[config.mk]
export PLATFORM = sky130hd
export DESIGN_NAME = bcnb_core
export DESIGN_NICKNAME = d
export VERILOG_FILES = /design/src/inc/bcnb_pkg.sv /design/src/hdl/bcnb_core.sv
export VERILOG_INCLUDE_DIRS = /design/src /design/src/inc
export SDC_FILE = /design/constraint.sdc
export NUM_CORES = 1
export LEC_CHECK = 0
export CORE_ASPECT_RATIO = 1.25
export CORE_MARGIN = 4
export CORE_UTILIZATION = 58
export CTS_CLUSTER_DIAMETER = 60
export DETAILED_ROUTE_END_ITERATION = 8
export DONT_BUFFER_PORTS = 1
export PLACE_DENSITY = 0.76
export SYNTH_ARGS = -nofsm -noshare
export SYNTH_HDL_FRONTEND = slang
export SYNTH_HIERARCHICAL = 1
export SYNTH_SLANG_ARGS = --single-unit
[constraint.sdc]
create_clock -name clk_sys -period 4 [get_ports clk_sys]
set_input_delay 0.4 -clock clk_sys [delete_from_list [all_inputs] [get_ports clk_sys]]
set_output_delay 0.4 -clock clk_sys [all_outputs]
set_load 0.005 [all_outputs]
[src/inc/bcnb_cfg.svh]
/*
 Constants for the bit-clear and negative-branch execute block.
 Assumes inclusion by the design file only; the package does not include it.
*/
// Behaviour
// - Bit-clear opcode zeroes the indexed bit, other bits of the register kept.
// - Access flag 0 resolves the file address inside the fixed access bank.
// - Access flag 1 takes the bank from the bank select pointer.
// - Extended set, access 0, address up to 95 uses indexed literal offset.
// - Branch-on-negative opcode branches only when the negative flag is one.
// - Offset is signed 8-bit, doubled, then added to the program counter.
// - Taken target equals branch address plus two plus twice the offset.
// - Taken branch takes two cycles, second idle; not taken takes one.
`ifndef BCNB_CFG_SVH
`define BCNB_CFG_SVH
`define BCNB_OP_BCF_HI 4'h9
`define BCNB_OP_BN_HI 8'he6
`define BCNB_ILO_LIMIT 8'h5f
`define BCNB_ACCESS_SPLIT 8'h60
`define BCNB_ACCESS_HI_BANK 4'hf
`define BCNB_PC_STEP 21'h000002
`define BCNB_PC_RESET 21'h000000
`define BCNB_BYTE_ZERO 8'h00
`define BCNB_ADDR_ZERO 12'h000
`define BCNB_ACCESS_LO_BANK 4'h0
`define BCNB_ZERO_NIBBLE 4'h0
`define BCNB_SEXT_BITS 12
`define BCNB_BYTE_BITS 8
`define BCNB_OP4_MSB 15
`define BCNB_OP4_LSB 12
`define BCNB_OP8_MSB 15
`define BCNB_OP8_LSB 8
`define BCNB_BIT_MSB 11
`define BCNB_BIT_LSB 9
`define BCNB_ACC_POS 8
`define BCNB_FA_MSB 7
`define BCNB_FA_LSB 0
`endif

[src/inc/bcnb_pkg.sv]
/*
 Types for the bit-clear and negative-branch execute block.
 Assumes the constants header is on the include path.
*/
package bcnb_pkg;
   typedef logic [20:0] bcnb_pc_t;
   typedef struct packed {
      logic we;
      logic [11:0] addr;
      logic [7:0] data;
   } bcnb_wr_s;
   typedef enum logic [1:0] {
      BCNB_RUN = 2'h1,
      BCNB_IDLE = 2'h2
   } bcnb_state_e;
endpackage

[src/hdl/bcnb_core.sv]
/*
 Execute stage for the bit clear in file and branch when sign set instructions.
 Assumes the fetch unit presents one word per cycle with instr_valid, and data
 memory answers rd_data combinationally for rd_addr in the same cycle.
*/
`timescale 1ns/1ps
`include "bcnb_cfg.svh"
// One data bit of the bit clear; the lane whose number matches the index is forced low.
module bcnb_lane
#(
   parameter logic [2:0] LANE = 3'h0
)
(
   input wire logic data_in,
   input wire logic [2:0] bit_idx,
   input wire logic clear_en,
   output logic data_out
);
   wire logic hit;

   assign hit = clear_en && (bit_idx == LANE);
   assign data_out = data_in && !hit;
endmodule // bcnb_lane

module bcnb_core
   import bcnb_pkg::*;
(
   input wire logic clk_sys,
   input wire logic rst_n,
   input wire logic instr_valid,
   input wire logic [15:0] instr_word,
   input wire logic [3:0] bank_select_pointer,
   input wire logic [11:0] index_base,
   input wire logic ext_set_en,
   input wire logic flag_negative,
   input wire logic [7:0] rd_data,
   output logic [11:0] rd_addr,
   output bcnb_wr_s wr_reg,
   output bcnb_pc_t pc_reg,
   output logic busy_reg,
   output logic branch_taken_reg
);
   bcnb_state_e state_reg;
   bcnb_state_e state_next;
   bcnb_wr_s wr_next;
   bcnb_pc_t pc_next;
   logic busy_next;
   logic taken_next;

   // Decoded fields of the presented word.
   wire logic run;
   wire logic [3:0] op_hi4;
   wire logic [7:0] op_hi8;
   wire logic is_bcf;
   wire logic is_bn;
   wire logic [2:0] bit_idx;
   wire logic acc;
   wire logic [7:0] faddr;

   assign run = (state_reg == BCNB_RUN) && instr_valid;
   assign op_hi4 = instr_word[`BCNB_OP4_MSB:`BCNB_OP4_LSB];
   assign op_hi8 = instr_word[`BCNB_OP8_MSB:`BCNB_OP8_LSB];
   assign is_bcf = run && (op_hi4 == `BCNB_OP_BCF_HI);
   assign is_bn = run && (op_hi8 == `BCNB_OP_BN_HI);
   assign bit_idx = instr_word[`BCNB_BIT_MSB:`BCNB_BIT_LSB];
   assign acc = instr_word[`BCNB_ACC_POS];
   assign faddr = instr_word[`BCNB_FA_MSB:`BCNB_FA_LSB];

   // Address resolution for the bit clear.
   wire logic ilo;
   wire logic [11:0] ilo_addr;
   wire logic acc_low;
   wire logic [3:0] acc_bank;
   wire logic [11:0] access_addr;
   wire logic [11:0] banked_addr;
   wire logic [11:0] direct_addr;
   wire logic [11:0] eff_addr;

   assign ilo = ext_set_en && !acc && (faddr <= `BCNB_ILO_LIMIT);
   // The indexed sum wraps at the top of data memory; software must keep the base in range.
   assign ilo_addr = index_base + {`BCNB_ZERO_NIBBLE, faddr};
   assign acc_low = (faddr < `BCNB_ACCESS_SPLIT);
   assign acc_bank = acc_low ? `BCNB_ACCESS_LO_BANK : `BCNB_ACCESS_HI_BANK;
   assign access_addr = {acc_bank, faddr};
   assign banked_addr = {bank_select_pointer, faddr};
   assign direct_addr = acc ? banked_addr : access_addr;
   assign eff_addr = ilo ? ilo_addr : direct_addr;

   // Read address is combinational so the modify lands in the same cycle; wr_reg presents the write after the next edge.
   assign rd_addr = is_bcf ? eff_addr : `BCNB_ADDR_ZERO;

   // Modify step: one lane per data bit.
   wire logic [7:0] cleared;

   for (genvar i = 0; i < `BCNB_BYTE_BITS; i++) begin : g_lane
      bcnb_lane #(
         .LANE(3'(i))
      ) u_lane (
         .data_in(rd_data[i]),
         .bit_idx(bit_idx),
         .clear_en(is_bcf),
         .data_out(cleared[i])
      );
   end

   // Branch arithmetic.
   wire logic take;
   wire bcnb_pc_t off2;
   wire bcnb_pc_t pc_inc;
   wire bcnb_pc_t target;

   assign take = is_bn && flag_negative;
   assign off2 = {{`BCNB_SEXT_BITS{faddr[`BCNB_FA_MSB]}}, faddr, 1'b0};
   assign pc_inc = pc_reg + `BCNB_PC_STEP;
   assign target = pc_inc + off2;

   always_comb begin
      wr_next = '0;
      wr_next.we = is_bcf;
      wr_next.addr = eff_addr;
      wr_next.data = is_bcf ? cleared : `BCNB_BYTE_ZERO;
   end

   always_comb begin
      pc_next = pc_reg;
      state_next = state_reg;
      case (state_reg)
         BCNB_RUN: begin
            if (take) begin
               pc_next = target;
               state_next = BCNB_IDLE;
            end else if (run) begin
               pc_next = pc_inc;
            end
         end
         BCNB_IDLE: begin
            state_next = BCNB_RUN;
         end
         default: begin
            state_next = BCNB_RUN;
         end
      endcase
   end

   // A word presented during the idle cycle is dropped; the fetch unit must hold it.
   assign busy_next = (state_next == BCNB_IDLE);
   assign taken_next = take;

   always_ff @(posedge clk_sys or negedge rst_n) begin
      if (!rst_n) begin
         state_reg <= BCNB_RUN;
      end else begin
         state_reg <= state_next;
      end
   end

   always_ff @(posedge clk_sys or negedge rst_n) begin
      if (!rst_n) begin
         pc_reg <= `BCNB_PC_RESET;
      end else begin
         pc_reg <= pc_next;
      end
   end

   // No flag output exists, so neither instruction can disturb status.
   always_ff @(posedge clk_sys or negedge rst_n) begin
      if (!rst_n) begin
         wr_reg <= '0;
      end else begin
         wr_reg <= wr_next;
      end
   end

   always_ff @(posedge clk_sys or negedge rst_n) begin
      if (!rst_n) begin
         busy_reg <= 1'b0;
      end else begin
         busy_reg <= busy_next;
      end
   end

   always_ff @(posedge clk_sys or negedge rst_n) begin
      if (!rst_n) begin
         branch_taken_reg <= 1'b0;
      end else begin
         branch_taken_reg <= taken_next;
      end
   end
endmodule // bcnb_core

# After elaboration in Yosys (flattened, before gate mapping)
# Index checks and enable logic that the tools add are counted.
# Widths: inputs -> output; s select.
[totals]
register_bits = 46
in_bits = 45
output_inout_bits = 56
wordCells = 66
[op_classes]
n_addsub = 3
magnitude_cmp = 2
eq_ne = 11
n_mux = 9
reduce_logical = 34
[ops]
columns = ["op", "count"]
rows = [
  ["$mux 21", 2],
  ["$mux 12", 3],
  ["$logic_and 1x1->1", 22],
  ["$add 21x2->21 const B", 1],
  ["$add 21x21->21", 1],
  ["$add 12x8->12", 1],
  ["$eq 3x3->1 const B", 4],
  ["$logic_not 1->1", 9],
  ["$eq 8x8->1 const B", 1],
  ["$le 8x7->1 const B", 1],
  ["$lt 8x7->1 const B", 1],
  ["$mux 8", 1],
  ["$eq 3x2->1 const B", 2],
  ["$eq 4x4->1 const B", 1],
  ["$mux 2", 2],
  ["$mux 4", 1],
  ["$eq 3x1->1 const B", 1],
  ["$logic_not 3->1", 1],
  ["$eq 2x1->1 const B", 1],
  ["$eq 2x2->1 const B", 1],
  ["$reduce_and 2->1", 1],
  ["$reduce_bool 2->1", 1],
]

# Depth between registers and ports, before layout
# Gate-level depths: netlist (run 1).
[logic_depth]
word_depth = 7
ltp_mapped = 14
ltp_nobuf = 13

# Cells and area by module
# The synthesis (run 1) kept the hierarchy.
[by_module_without_submodules]
columns = ["mod", "instances", "cells_per_inst", "area_each_um2", "seq_area_each_um2"]
rows = [
  ["bcnb_core", 1, 458, 3837.4, 1127.3],
  ["bcnb_lane at g_lane[0].u_lane ...", 4, 2, 15.0, 0.0],
  ["bcnb_lane at g_lane[1].u_lane ...", 2, 2, 21.3, 0.0],
  ["bcnb_lane at g_lane[7].u_lane", 1, 2, 20.0, 0.0],
  ["bcnb_lane at g_lane[4].u_lane", 1, 2, 12.5, 0.0],
]

# Worst setup path after synthesis (run 1)
# Ideal clock, no wire load.
[synth_path]
path_type = "flip-flop to flip-flop"
from = "reg pc_reg[3]"
to = "reg pc_reg[20]"
arrival_time_ps = 2992
t_required_ps = 3880
path_slack_ps = 888
stages_incl_launch_ff = 14
path_buffers = 1
period_less_slack_ps = 3112
path_cell_list = "dfrtp_1 -> buf_2 -> and3_1 -> nand3_1 -> nor2_1 -> nand3_1 -> xnor2_1 -> ha_1 -> nand2_1 -> or4_1 -> nor3_1 -> o21ai_0 -> a22oi_1 -> and3b_1"
[synth_between]
elab_chain_len = 3
elab_cells_between_ends = 4
classes_between = "2 x add/sub; 2 x mux"
[synth_lines]
columns = ["element", "line_no", "text"]
rows = [
  ["start, declared", "bcnb_core.sv:39", "output bcnb_pc_t pc_reg,"],
  ["start signal, assigned", "bcnb_core.sv:159", "pc_reg <= `BCNB_PC_RESET;"],
  ["start signal, assigned", "bcnb_core.sv:161", "pc_reg <= pc_next;"],
  ["$add 21x2->21 (no line) *", "--", ""],
  ["$add 21x21->21 or $mux 21 (tied branches)", "bcnb_core.sv:115, bcnb_core.sv:132", ""],
  ["$mux 21 *", "bcnb_core.sv:129", "if (take) begin"],
]
# Mark *: on every way between the ends. The rest lies on a longest branch, timed or not. The select of a mux whose other input is x is not followed.
# A chain may end at the register's enable or synchronous reset.

# Worst setup path in the final report (run 1)
[layout_path]
from = "reg pc_reg[1]"
to = "reg pc_reg[20]"
# The elaborated chain is that of the path after synthesis.

==> results of run 1 <==
## cell usage after synthesis, types with 5 or more instances
cell type                  count
sky130_fd_sc_hd__a21o_1        8
sky130_fd_sc_hd__a21oi_1      42
sky130_fd_sc_hd__a31oi_1       8
sky130_fd_sc_hd__and2_1       13
sky130_fd_sc_hd__and3_1       15
sky130_fd_sc_hd__clkbuf_1     13
sky130_fd_sc_hd__dfrtp_1      44
sky130_fd_sc_hd__ha_1         32
sky130_fd_sc_hd__inv_1        16
sky130_fd_sc_hd__nand2_1      45
sky130_fd_sc_hd__nand3_1      22
sky130_fd_sc_hd__nand4_1       7
sky130_fd_sc_hd__nor2_1       29
sky130_fd_sc_hd__nor3_1        8
sky130_fd_sc_hd__nor3b_1       5
sky130_fd_sc_hd__o21ai_0      35
sky130_fd_sc_hd__or4_1         5
sky130_fd_sc_hd__xnor2_1      20
sky130_fd_sc_hd__xor2_1       16
## final timing paths
kind | from | endpoint | slack, ps
max | pc_reg[1] | pc_reg[20] | 400
min | instr_word[7] | wr_reg[15] | 220
max reg2reg | pc_reg[1] | pc_reg[20] | 400
min reg2reg | pc_reg[7] | pc_reg[7] | 630
max in group asynchronous | rst_n | state_reg[0] | 3150
min in group asynchronous | rst_n | pc_reg[3] | 600
## cell type report
cell class	count	area (um^2)
multi-input combinational	396	2720
clock buffer	5	68.8
tap	87	109
sequential	45	1130
timing repair buffer	7	75.1
inverter	17	63.8
fill	558	2380
clock inverter	3	68.8
## metrics by stage
step	total power, mW	utilization	area, um^2
2_1_floorplan	1.01	-	3970
3_3_place_gp	1.13	0.613	4050
3_5_place_dp	1.14	0.613	4050
4_1_cts	1.58	0.640	4230
5_1_grt	1.69	0.640	4230
6_report	1.58	0.640	4230
## kinds of logic after synthesis
logic type,synth area share
AOI/OAI and AO/OA,0.219
xor gates and xnor gates,0.0794
adders and majority gates,0.111
buffers and inverters,0.0328
DFF,0.284
muxes,0.0161
other,0.000944
and+or+nand+nor,0.257
## routing by layer
metal,global-route usage,up-vias,routed length (um)
met3,0.0572,21,621
li1,-,1749,-
met1,0.309,1743,4070
met5,0,-,0
met2,0.463,123,5550
met4,0.106,0,271
## power by group through the flow
stage          registers [mW]  logic, mW  clock network, mW
2_1_floorplan           0.555      0.460                  0
3_3_place_gp            0.570      0.556                  0
3_5_place_dp            0.573      0.568                  0
4_1_cts                 0.564      0.589              0.430
5_1_grt                 0.576      0.671              0.446
6_report                0.564      0.591              0.420
## cell usage in the layout (no fill, tap or decap), types with 13 or more instances in the layout
cell / synthesis / layout
sky130_fd_sc_hd__nand2_1: 45 / 45
sky130_fd_sc_hd__dfrtp_1: 44 / 44
sky130_fd_sc_hd__a21oi_1: 42 / 42
sky130_fd_sc_hd__o21ai_0: 35 / 35
sky130_fd_sc_hd__ha_1: 32 / 32
sky130_fd_sc_hd__nor2_1: 29 / 29
sky130_fd_sc_hd__nand3_1: 22 / 22
sky130_fd_sc_hd__xnor2_1: 20 / 20
sky130_fd_sc_hd__xor2_1: 16 / 16
sky130_fd_sc_hd__inv_1: 16 / 16
sky130_fd_sc_hd__and3_1: 15 / 15
sky130_fd_sc_hd__and2_1: 13 / 13
## critical path: cells and delay by family (launching register included)
family | cells | cell delay [ps]
xor+xnor | 1 | 210
compound gates | 2 | 290
flops | 1 | 480
simple gates | 8 | 2140
fa+ha+maj | 1 | 350
==> results, run 1 <==
- For this run the aggregate overflow at the end of global routing stands at 0.
- The vertical die dimension is around 100 um.
- The fmax is 278 MHz.
- The count of buffers added on input and output ports is 0.
- STA classifies the critical path startpoint as a flop.
- The final max-slew violation count is 0.
- After layout, the worst setup slack is 402 ps.
- Max-cap violations in this run came to 0.
- The via density per instance is 6.49.
- The number of distinct library cells after synthesis is 68.
- The number of clock buffers inserted by TritonCTS is 5.
- Hold is met by 218 ps.
- After technology mapping, the gate count stands at 474.
- The nature of the critical path endpoint is a flop.
- The final instance count without filler cells is 560.
- The synthesis warning total is 6.
- The worst vdd rail ir drop is 0.241 mV.
- The synthesis-to-finish area growth is 6.43%.
- The register share of total power is 0.358.
- The number of design-rule violations left by the first detailed-router iteration is approximately 160.
- In the global route stage, overall resource usage came out at 0.265.
- The first detailed-routing pass ran for 5 iterations.
- The average cell area after synthesis is about 8.4 um^2.
- Traced cell by cell, the critical path runs through and3_1 > nand3_1 > nor2_1 > nand4_1 > xnor2_1 > ha_1 > nand2_1 > or4_1 > nor3_1 > o21ai_0 > a22oi_1 > and3b_1.
- For this design the ratio of total power to cell area is between 300 and 400 nW/um^2.
- The number of post-CTS setup repair buffers is 0.
- The first-pass GRT wire length is 17.0 mm.
- The cell with the largest stage delay on the worst path is sky130_fd_sc_hd__dfrtp_1.
- Summed over all nets, the switching power comes to 0.578 mW.
- Setup total negative slack on the finished layout was measured at 0 ps.
- The switching part of the total power is 0.367.
- The latest clock arrival within the worst-skew pair is between 300 and 400 ps.
- For the worst flop-to-flop path, the logic depth is 12.
- After detailed routing, the number of remaining DRC violations is 0.
- The normalized max-slew margin is 0.446.
- CTS saw 45 sinks.
- The number of rows in the core area is 33.
- The estimated wirelength of the detail-placed design is roughly 7.9 mm.
- By area the synthesized netlist is led by sky130_fd_sc_hd__dfrtp_1, sky130_fd_sc_hd__ha_1, sky130_fd_sc_hd__a21oi_1.
- The die is 82.0 um wide.
- After detailed routing, the average wire length per cell comes to 18.8 um.
- The arrival time at the worst endpoint is roughly 3800 ps.
- The number of hold buffers added after CTS was 2.
- Along the worst hold path, the cell count comes to 2.
- The post-route fraction of the period consumed by the critical path is 0.899.
- The wire length after detailed routing is 10.5 mm.
- Entering global routing, the biggest net connects 46 pins.
- The highest net fanout along the worst path is 6.
- The combinational fraction of design power is 0.375.
- The number of global-route vias before repair is 3688.
- The number of antenna violations at the first check in global routing is 0.
- The register clock-pin slew on the reported worst setup and hold paths is 90 ps.
- The final hold violation count is 0.
- Data on the critical path is required at its endpoint by 4200 ps.
- The static leakage power is 1.90 nW.
- Setup repair after global routing left no endpoint under its margin.
- The net count after synthesis is about 550.
- Post-CTS repair changed the size of 0 cells.
- The fraction of post-synthesis cell area in the top cell type by area is 0.277.
- The cell sitting at the root of the clock tree is a sky130_fd_sc_hd__clkbuf_8.
- The share of total power dissipated in the clock network is 0.267.
- The dominant synthesized flop cell is sky130_fd_sc_hd__dfrtp_1.
- The core box area is about 6600 um^2.
- In the final design database the tool counted between 500 and 600 nets.
- In this run the number of H-tree levels came out at 2.
- At the pin with the least slew margin, the transition time is 820 ps.
- The CTS tree is built.
- The worst path needs 3600 ps of the cycle, external delays included.
- The clock passes through at most 2 buffers.
- Pin placement for this block handled 101 I/O pins.
- The post-synthesis instance area is 3970 um^2.
- By startpoint and endpoint, the worst setup path is classified as reg -> reg.
- The final setup violation count is 0.
- The number of flops mapped to enable cells by yosys is 0.
- The initial core utilization is 0.601.
- The total internal power is roughly 1.0 mW.
- The fraction of registers with async set/reset is 1.00.
- In this run the remaining antenna-violating nets after routing total 0.
- The run finished with clean final reports.
- The vias after detailed routing is 3636.
- The global placement routability congestion is 0.916.
- The min-delay analysis places its worst path in the category in -> reg.
- The share of cells above drive strength 1 is 0.0655.
- Summed over all instances, the cell type with the most area after synthesis is sky130_fd_sc_hd__dfrtp_1.
- Prior to clock tree synthesis, the placed netlist has a worst setup slack of ~460 ps.
- The share of the Yosys chip area taken by registers is 0.284.
- The number of flip-flops under the largest register name is 21.
- The delay of the slowest critical-path stage is 480 ps.
- The count of placed standard cells including taps is 550.
- The floorplan step defined a die boundary enclosing just over 8000 um^2.
- The worst clock skew is 7.72 ps.
- The antenna diode count is 0.
- The flop and latch count out of synthesis is 45.
No activity file was read; power rests on OpenSTA's default activity.
==> run 2, diff against run 1 <==
==> constraint.sdc (replaced) <==
create_clock -name clk_sys -period 4.2 [get_ports clk_sys]
set_input_delay 0.42 -clock clk_sys [delete_from_list [all_inputs] [get_ports clk_sys]]
set_output_delay 0.42 -clock clk_sys [all_outputs]
set_load 0.005 [all_outputs]
==> run 2 against run 1 <==
  * Count of clock-buffer cells in the layout increased by 1
  * Critical path depth did not move
  * Core utilization shrank 0.51 points
  * Clock skew grew 4.4 ps
  * Final cell count fell by 0.18%
  * Combinational power down 9.1%
  * Register-to-register slack is essentially flat
  * Worst hold slack improved by 25 ps
  * First-iteration DRC count is 35% higher
  * Critical path type unchanged
==> results, run 2 (synthesis gave the netlist of run 1 again) <==
- The flow ran to the end, and the final reports show no timing, DRC or antenna violations.
- The switching part of the total power is 0.381 (+0.0148).
- The register share of total power is 0.387 (+0.029).
- The static leakage power is 1.88 nW (-0.96%).
- The cell with the largest stage delay on the worst path is sky130_fd_sc_hd__dfrtp_1.
- The vertical die dimension is 101 um (unchanged).
- The wire length after detailed routing is 10.6 mm (+0.88%).
- The setup slack after placement was 487 ps (+31.0 ps).
- The number of clock sinks seen by CTS is 45 (unchanged).
- The first-pass GRT wire length is 17.7 mm (+3.7%).
- The initial core utilization is 0.601 (unchanged).
- The number of design-rule violations left by the first detailed-router iteration is 218 (+35%).
- The latest clock arrival within the worst-skew pair was 300 ps (about the same).
- The die area is 8250 um^2 (unchanged).
- The arrival time at the worst endpoint is 3980 ps (+180 ps).
- The net switching power figure was 0.545 mW (-5.7%).
- The number of rows in the core area is 33 (unchanged).
- The met1 layer usage reported by global route is 0.315 (+0.00594).
- The CTS tree is built.
- In this design, the critical path's most frequently occurring cell is sky130_fd_sc_hd__nand3_1.
- The worst setup path is captured at a flop.
- The maximum number of pins on one net before global-route repair was 46 (unchanged).
- The count of nets after finishing is 550 (-0.18%).
- The kind of start point of the critical path is a flop.
- The number of flip-flops under the largest register name is 21 (unchanged).
- The detail-routed net length per standard cell is 19.0 um (+1.1%).
- Setup repair after global routing left no endpoint under its margin.
- The delay of the slowest critical-path stage is 580 ps (+100 ps).
- The critical path is of the reg -> reg type.
- The clock share of power is 0.237 (-0.030).
- The global-route met2 utilization was 0.478 (+0.0149).
- Traced cell by cell, the critical path runs through and3_1 > nand3_1 > nor2_1 > nand3_1 > xnor2_1 > ha_1 > nand2_1 > or4_1 > nor3_1 > o21ai_0 > a22oi_1 > and3b_1.
- The final hold violation count came to 0 (unchanged).
- The number of global-route vias before repair is 3701 (+0.35%).
- The slew at the pin with the worst max-slew slack is 629 ps (-192 ps).
- The vias after detailed routing is 3624 (-0.33%).
- The post-route minimum period came to 3790 ps (+196 ps).
- The final setup violation count is 0 (unchanged).
- The startpoint of the lowest-slack register-to-register path is pc_reg[3].
- The post-cts repair resize count is 0 (unchanged).
- The total internal power is 0.883 mW (-11%).
- The total power density per cell area is 340 nW/um^2 (-8.6%).
- The estimated wirelength of the detail-placed design is 8.05 mm (+1.3%).
- The library cell used as clock root buffer is sky130_fd_sc_hd__clkbuf_8.
- The global placement routability congestion is 0.932 (+1.7%).
- The number of ports placed on the die boundary is 101 (unchanged).
- The quantity of I/O buffers inserted on ports is 0 (unchanged).
- The setup slack after layout is 406 ps (+4.34 ps).
- The total routing resource utilization after global routing is 0.271 (+0.00659).
- The worst setup path startpoint is pc_reg[3].
- The via density per instance came to 6.48 (-0.15%).
- The final setup TNS came to 0 ps (unchanged).
- The combinational fraction of design power is 0.376 (about the same).
- The met3 capacity usage during global routing came to 0.0635 (+0.00626).
- The register clock-pin slew on the reported worst setup and hold paths is 90 ps (about the same).
- The source of the worst hold timing path is instr_word[1].
- The share of cells above drive strength 1 came to 0.0614 (-0.00410).
- The tightest min-delay check is of the in -> reg type.
- The worst clock skew came to 12.2 ps (+4.44 ps).
- The worst vdd rail ir drop is 0.244 mV (+1.1%).
- The number of remaining DRC errors was 0 (unchanged).
- The normalized max-slew margin was 0.575 (+0.129).
- The antenna diode count came to 0 (unchanged).
- The fmax is 264 MHz (-5.2%).
- The post-route fraction of the period consumed by the critical path came to 0.903 (+0.00375).
- The number of maximum-capacitance constraint violations is 0 (unchanged).
- The total congestion overflow after global routing is 0 (unchanged).
- The number of levels the H-tree was split into came to 2 (unchanged).
- The final max-slew violation count is 0 (unchanged).
- The synthesis-to-finish area growth is 5.57%.
- The layer flagged by global routing as most heavily used is met2.
- The number of iterations in the first detailed-routing pass came to 7 (+2).
- The chip width is 82.0 um (unchanged).
- Leaving out fill and tap cells, the most frequent cells in the layout are sky130_fd_sc_hd__nand2_1, sky130_fd_sc_hd__dfrtp_1, sky130_fd_sc_hd__a21oi_1.
- The core box area came to 6610 um^2 (unchanged).
- The number of clock buffers inserted by TritonCTS came to 5 (unchanged).
- The leading cell type in the layout, fill and taps excluded is sky130_fd_sc_hd__nand2_1.
- The buffer levels on the longest clock path is 2 (unchanged).
- The remaining antenna violation count after routing is 0 (unchanged).
- The required time of the critical path is 4390 ps (+190 ps).
- The highest net fanout along the worst path is 10 (+4).
- The number of antenna violations at the first check in global routing is 0 (unchanged).
==> run 2: changes by cell type in the layout (fill, tap and decap cells not counted) <==
| cell | previous run | this run |
|---|---|---|
| sky130_fd_sc_hd__clkinv_4 | 0 | 1 |
| sky130_fd_sc_hd__buf_4 | 5 | 4 |
| sky130_fd_sc_hd__bufinv_16 | 2 | 1 |
| sky130_fd_sc_hd__clkbuf_1 | 0 | 1 |
| sky130_fd_sc_hd__inv_6 | 1 | 0 |
==> run 2: timing repair <==
item,in CTS,in global routing
hold buffers,2,0
endpoints found under the hold margin,45,0
buffers inserted,0,0
==> run 2: power groups by stage <==
stage / registers, mW / logic, mW / clock network [mW]
2_1_floorplan: 0.528 / 0.438 / 0
3_3_place_gp: 0.558 / 0.505 / 0
3_5_place_dp: 0.561 / 0.517 / 0
4_1_cts: 0.553 / 0.534 / 0.340
5_1_grt: 0.562 / 0.608 / 0.357
6_report: 0.553 / 0.537 / 0.338
==> run 2: worst paths after layout <==
path | to | slack, ps | depth (start not counted)
max | pc_reg[20] | 410 | 12
min | wr_reg[9] | 240 | 2
max reg2reg | pc_reg[20] | 410 | 12
min reg2reg | pc_reg[7] | 630 | 2
max in group asynchronous | state_reg[0] | 3330 | 2
min in group asynchronous | wr_reg[3] | 610 | 2
==> run 2: final cells by class <==
cell class,instances,area [um^2]
flip-flops and latches,45,1130
multi-input cells,396,2720
clock inverters,2,38.8
clock buffers,6,72.6
repair buffers,6,67.6
inverters,17,63.8
fillers,571,2410
well taps,87,109
==> run 2: routing by layer <==
metal | part of all wire | vias to the layer above
li1 | - | 1738
met1 | 0.38 | 1727
met2 | 0.52 | 140
met3 | 0.072 | 19
met4 | 0.022 | 0
met5 | 0 | -
==> run 2: metrics by stage <==
| stage | instances | hold slack, ps | util | cell area [um^2] | power, mW |
|---|---|---|---|---|---|
| after floorplan | 474 | 124 | - | 3970 | 0.966 |
| after global placement | 549 | 125 | 0.612 | 4050 | 1.06 |
| after detailed placement | 549 | 125 | 0.612 | 4050 | 1.08 |
| after CTS | 559 | 242 | 0.635 | 4190 | 1.43 |
| after global routing | 559 | 251 | 0.635 | 4190 | 1.53 |
| final | 559 | 244 | 0.635 | 4190 | 1.43 |
==> run 2: worst max-delay path: cells and delay by family, from the launching register on <==
family / cells / cell delay (ps)
and+or+nand+nor: 8 / 2220
DFF: 1 / 580
adders and majority gates: 1 / 360
AOI/OAI and AO/OA: 2 / 330
xor gates and xnor gates: 1 / 200
==> run 3, diff against run 2 <==
--- a/config.mk
+++ b/config.mk
@@ -12,7 +12,8 @@
 export CTS_CLUSTER_DIAMETER = 60
 export DETAILED_ROUTE_END_ITERATION = 8
 export DONT_BUFFER_PORTS = 1
-export PLACE_DENSITY = 0.76
+export PLACE_DENSITY = 0.74
+export SETUP_SLACK_MARGIN = 0.5
 export SYNTH_ARGS = -nofsm -noshare
 export SYNTH_HDL_FRONTEND = slang
 export SYNTH_HIERARCHICAL = 1
==> run 3 against run 2 <==
  * Core utilization shrank 0.13 points
  * Power fell by 3.3%
  * Non-clock buffer count did not move
  * First-iteration DRC count decreased by 7.8%
  * Largest power group unchanged
==> results, run 3 (synthesis gave the netlist of run 1 again) <==
- The run finished with clean final reports.
- The total congestion overflow after global routing is 0 (unchanged).
- The global placement routability congestion is 0.918 (-1.5%).
- The worst vdd rail ir drop is 0.252 mV (+3.4%).
- The delay of the slowest critical-path stage is 530 ps (-50 ps).
- The number of maximum-capacitance constraint violations is 0 (unchanged).
- The worst setup path is launched from a flop.
- The buffer levels on the longest clock path is 2 (unchanged).
- The via density per instance is 6.48 (about the same).
- The register share of total power is 0.399 (+0.012).
- The final setup violation count is 0 (unchanged).
- The number of clock buffers inserted by TritonCTS is 5 (unchanged).
- The first-pass GRT wire length is 17.4 mm (-1.4%).
- Setup repair after global routing left no endpoint under its margin.
- The CTS tree is built.
- STA classifies the critical path endpoint as a flop.
- The total power density per cell area is 330 nW/um^2 (-3.1%).
- The worst hold-check path type is in -> reg.
- The arrival time at the worst endpoint was 3660 ps (-320 ps).
- The highest net fanout along the worst path is 9 (-1).
- The clock share of power came to 0.206 (-0.031).
- The synthesis-to-finish area growth is 5.35%.
- The final setup TNS came to 0 ps (unchanged).
- The library cell used as clock root buffer is sky130_fd_sc_hd__clkbuf_8.
- The maximum number of pins on one net before global-route repair is 46 (unchanged).
- The net switching power figure is 0.556 mW (+2.1%).
- The die area is 8250 um^2 (unchanged).
- The met3 capacity usage during global routing is 0.0698 (+0.00626).
- The total routing resource utilization after global routing is 0.270 (-0.00180).
- The number of post-CTS setup repair buffers came to 0 (unchanged).
- The estimated wirelength of the detail-placed design is 8.04 mm (about the same).
- The core box area is 6610 um^2 (unchanged).
- The vertical die dimension is 101 um (unchanged).
- The leading cell type in the layout, fill and taps excluded is sky130_fd_sc_hd__nand2_1.
- The number of remaining DRC errors is 0 (unchanged).
- The static leakage power came to 1.87 nW (-0.66%).
- The number of iterations in the first detailed-routing pass came to 5 (-2).
- The switching part of the total power was 0.403 (+0.0212).
- The final instance count without filler cells is 559 (unchanged).
- The total internal power was 0.824 mW (-6.6%).
- The vias after detailed routing came to 3625 (+0.028%).
- The post-route fraction of the period consumed by the critical path is 0.822 (-0.0808).
- The normalized max-slew margin is 0.493 (-0.0821).
- The number of global-route vias before repair is 3690 (-0.30%).
- The worst-case hold slack is 239 ps (-4.77 ps).
- The critical path in this run is classified as reg -> reg.
- The fmax came to 290 MHz (+9.8%).
- The worst clock skew was 7.80 ps (-4.37 ps).
- The remaining antenna violation count after routing is 0 (unchanged).
- The overall power consumption is 1.38 mW (-3.3%).
- In this design, the largest share of critical-path delay is due to simple AND/OR/NAND/NOR gates.
- The chip width came to 82.0 um (unchanged).
- The count of placed standard cells including taps is 549 (unchanged).
- The number of buffer and inverter stages on the critical path is 0 (unchanged).
- The global-route met2 utilization was 0.466 (-0.0118).
- The number of antenna violations at the first check in global routing was 0 (unchanged).
- The slew at the pin with the worst max-slew slack is 750 ps (+122 ps).
- The combinational fraction of design power was 0.395 (+0.019).
- The library cells used most frequently in the layout, excluding fill and tap cells, are sky130_fd_sc_hd__nand2_1, sky130_fd_sc_hd__dfrtp_1, sky130_fd_sc_hd__a21oi_1.
- The quantity of I/O buffers inserted on ports is 0 (unchanged).
- The post-route minimum period is 3450 ps (-339 ps).
- In this design, the critical path's most frequently occurring cell is sky130_fd_sc_hd__nand4_1.
- The number of levels the H-tree was split into came to 2 (unchanged).
- The busiest metal layer after global routing is met2.
- The antenna diode count is 0 (unchanged).
- The final max-slew violation count is 0 (unchanged).
- The register clock-pin slew on the reported worst setup and hold paths is 90 ps (about the same).
- The number of flip-flops under the largest register name came to 21 (unchanged).
- The number of design-rule violations left by the first detailed-router iteration was 201 (-7.8%).
- Walking the worst path, the cells encountered are and4_1 > and4_1 > nand4_1 > xnor2_1 > ha_1 > nand4_1 > or3_1 > o2111ai_1 > mux2i_1 > nand4_1 > and3b_1.
- The wire length after detailed routing is 10.6 mm (+0.15%).
- The met1 layer usage reported by global route is 0.305 (-0.0101).
- The detail-routed net length per standard cell is 19.0 um (+0.15%).
- The share of cells above drive strength 1 is 0.0720 (+0.0106).
- The latest clock arrival within the worst-skew pair is 310 ps (about the same).
- The number of rows in the core area came to 33 (unchanged).
- The count of nets after finishing was 550 (unchanged).
- The final hold violation count is 0 (unchanged).
- The number of clock sinks seen by CTS is 45 (unchanged).
- The required time of the critical path is 4400 ps (about the same).
- The initial core utilization is 0.601 (unchanged).
- The number of ports placed on the die boundary is 101 (unchanged).
- The cell with the largest stage delay on the worst path is sky130_fd_sc_hd__dfrtp_1.
## run 3: worst paths after layout
| check | startpoint | endpoint | slack (ps) | cells past startpoint |
|---|---|---|---|---|
| setup / recovery | pc_reg[4] | pc_reg[20] | 750 | 11 |
| setup reg to reg | pc_reg[4] | pc_reg[20] | 750 | 11 |
| hold / removal | instr_word[7] | wr_reg[15] | 240 | 2 |
| max in group asynchronous | rst_n | state_reg[0] | 3350 | 2 |
| hold reg to reg | pc_reg[7] | pc_reg[7] | 620 | 2 |
| min in group asynchronous | rst_n | state_reg[1] | 600 | 2 |
## run 3: power by group through the flow
| stage | sequential [mW] | clock [mW] | combinational (mW) |
|---|---|---|---|
| 6_report | 0.551 | 0.284 | 0.545 |
| 5_1_grt | 0.560 | 0.307 | 0.613 |
| 4_1_cts | 0.551 | 0.291 | 0.542 |
| 3_5_place_dp | 0.559 | 0 | 0.525 |
| 2_1_floorplan | 0.528 | 0 | 0.438 |
| 3_3_place_gp | 0.557 | 0 | 0.512 |
## run 3: layout make-up
| class | instances | area (um^2) |
|---|---|---|
| multi-input cells | 396 | 2730 |
| fillers | 567 | 2420 |
| flip-flops and latches | 45 | 1130 |
| well taps | 87 | 109 |
| clock buffers | 5 | 68.8 |
| repair buffers | 6 | 67.6 |
| inverters | 17 | 63.8 |
| clock inverters | 3 | 21.3 |
## run 3: through the flow
stage          setup slack [ps]  instance area (um^2)   util
2_1_floorplan              1090                  3970      -
3_3_place_gp                788                  4050  0.612
3_5_place_dp                606                  4050  0.612
4_1_cts                     593                  4170  0.632
5_1_grt                     507                  4190  0.634
6_report                    746                  4190  0.634
## run 3: timing repair
item | 4_1_cts | 5_1_grt
setup endpoints to repair | 0 | 5
resized for setup | 0 | 4
hold buffers | 2 | 0
hold endpoints to repair | 45 | 0
## run 3: layer usage
metal,vias up,part of all wire
li1,1736,-
met1,1724,0.38
met2,140,0.52
met3,25,0.065
met4,0,0.035
met5,-,0
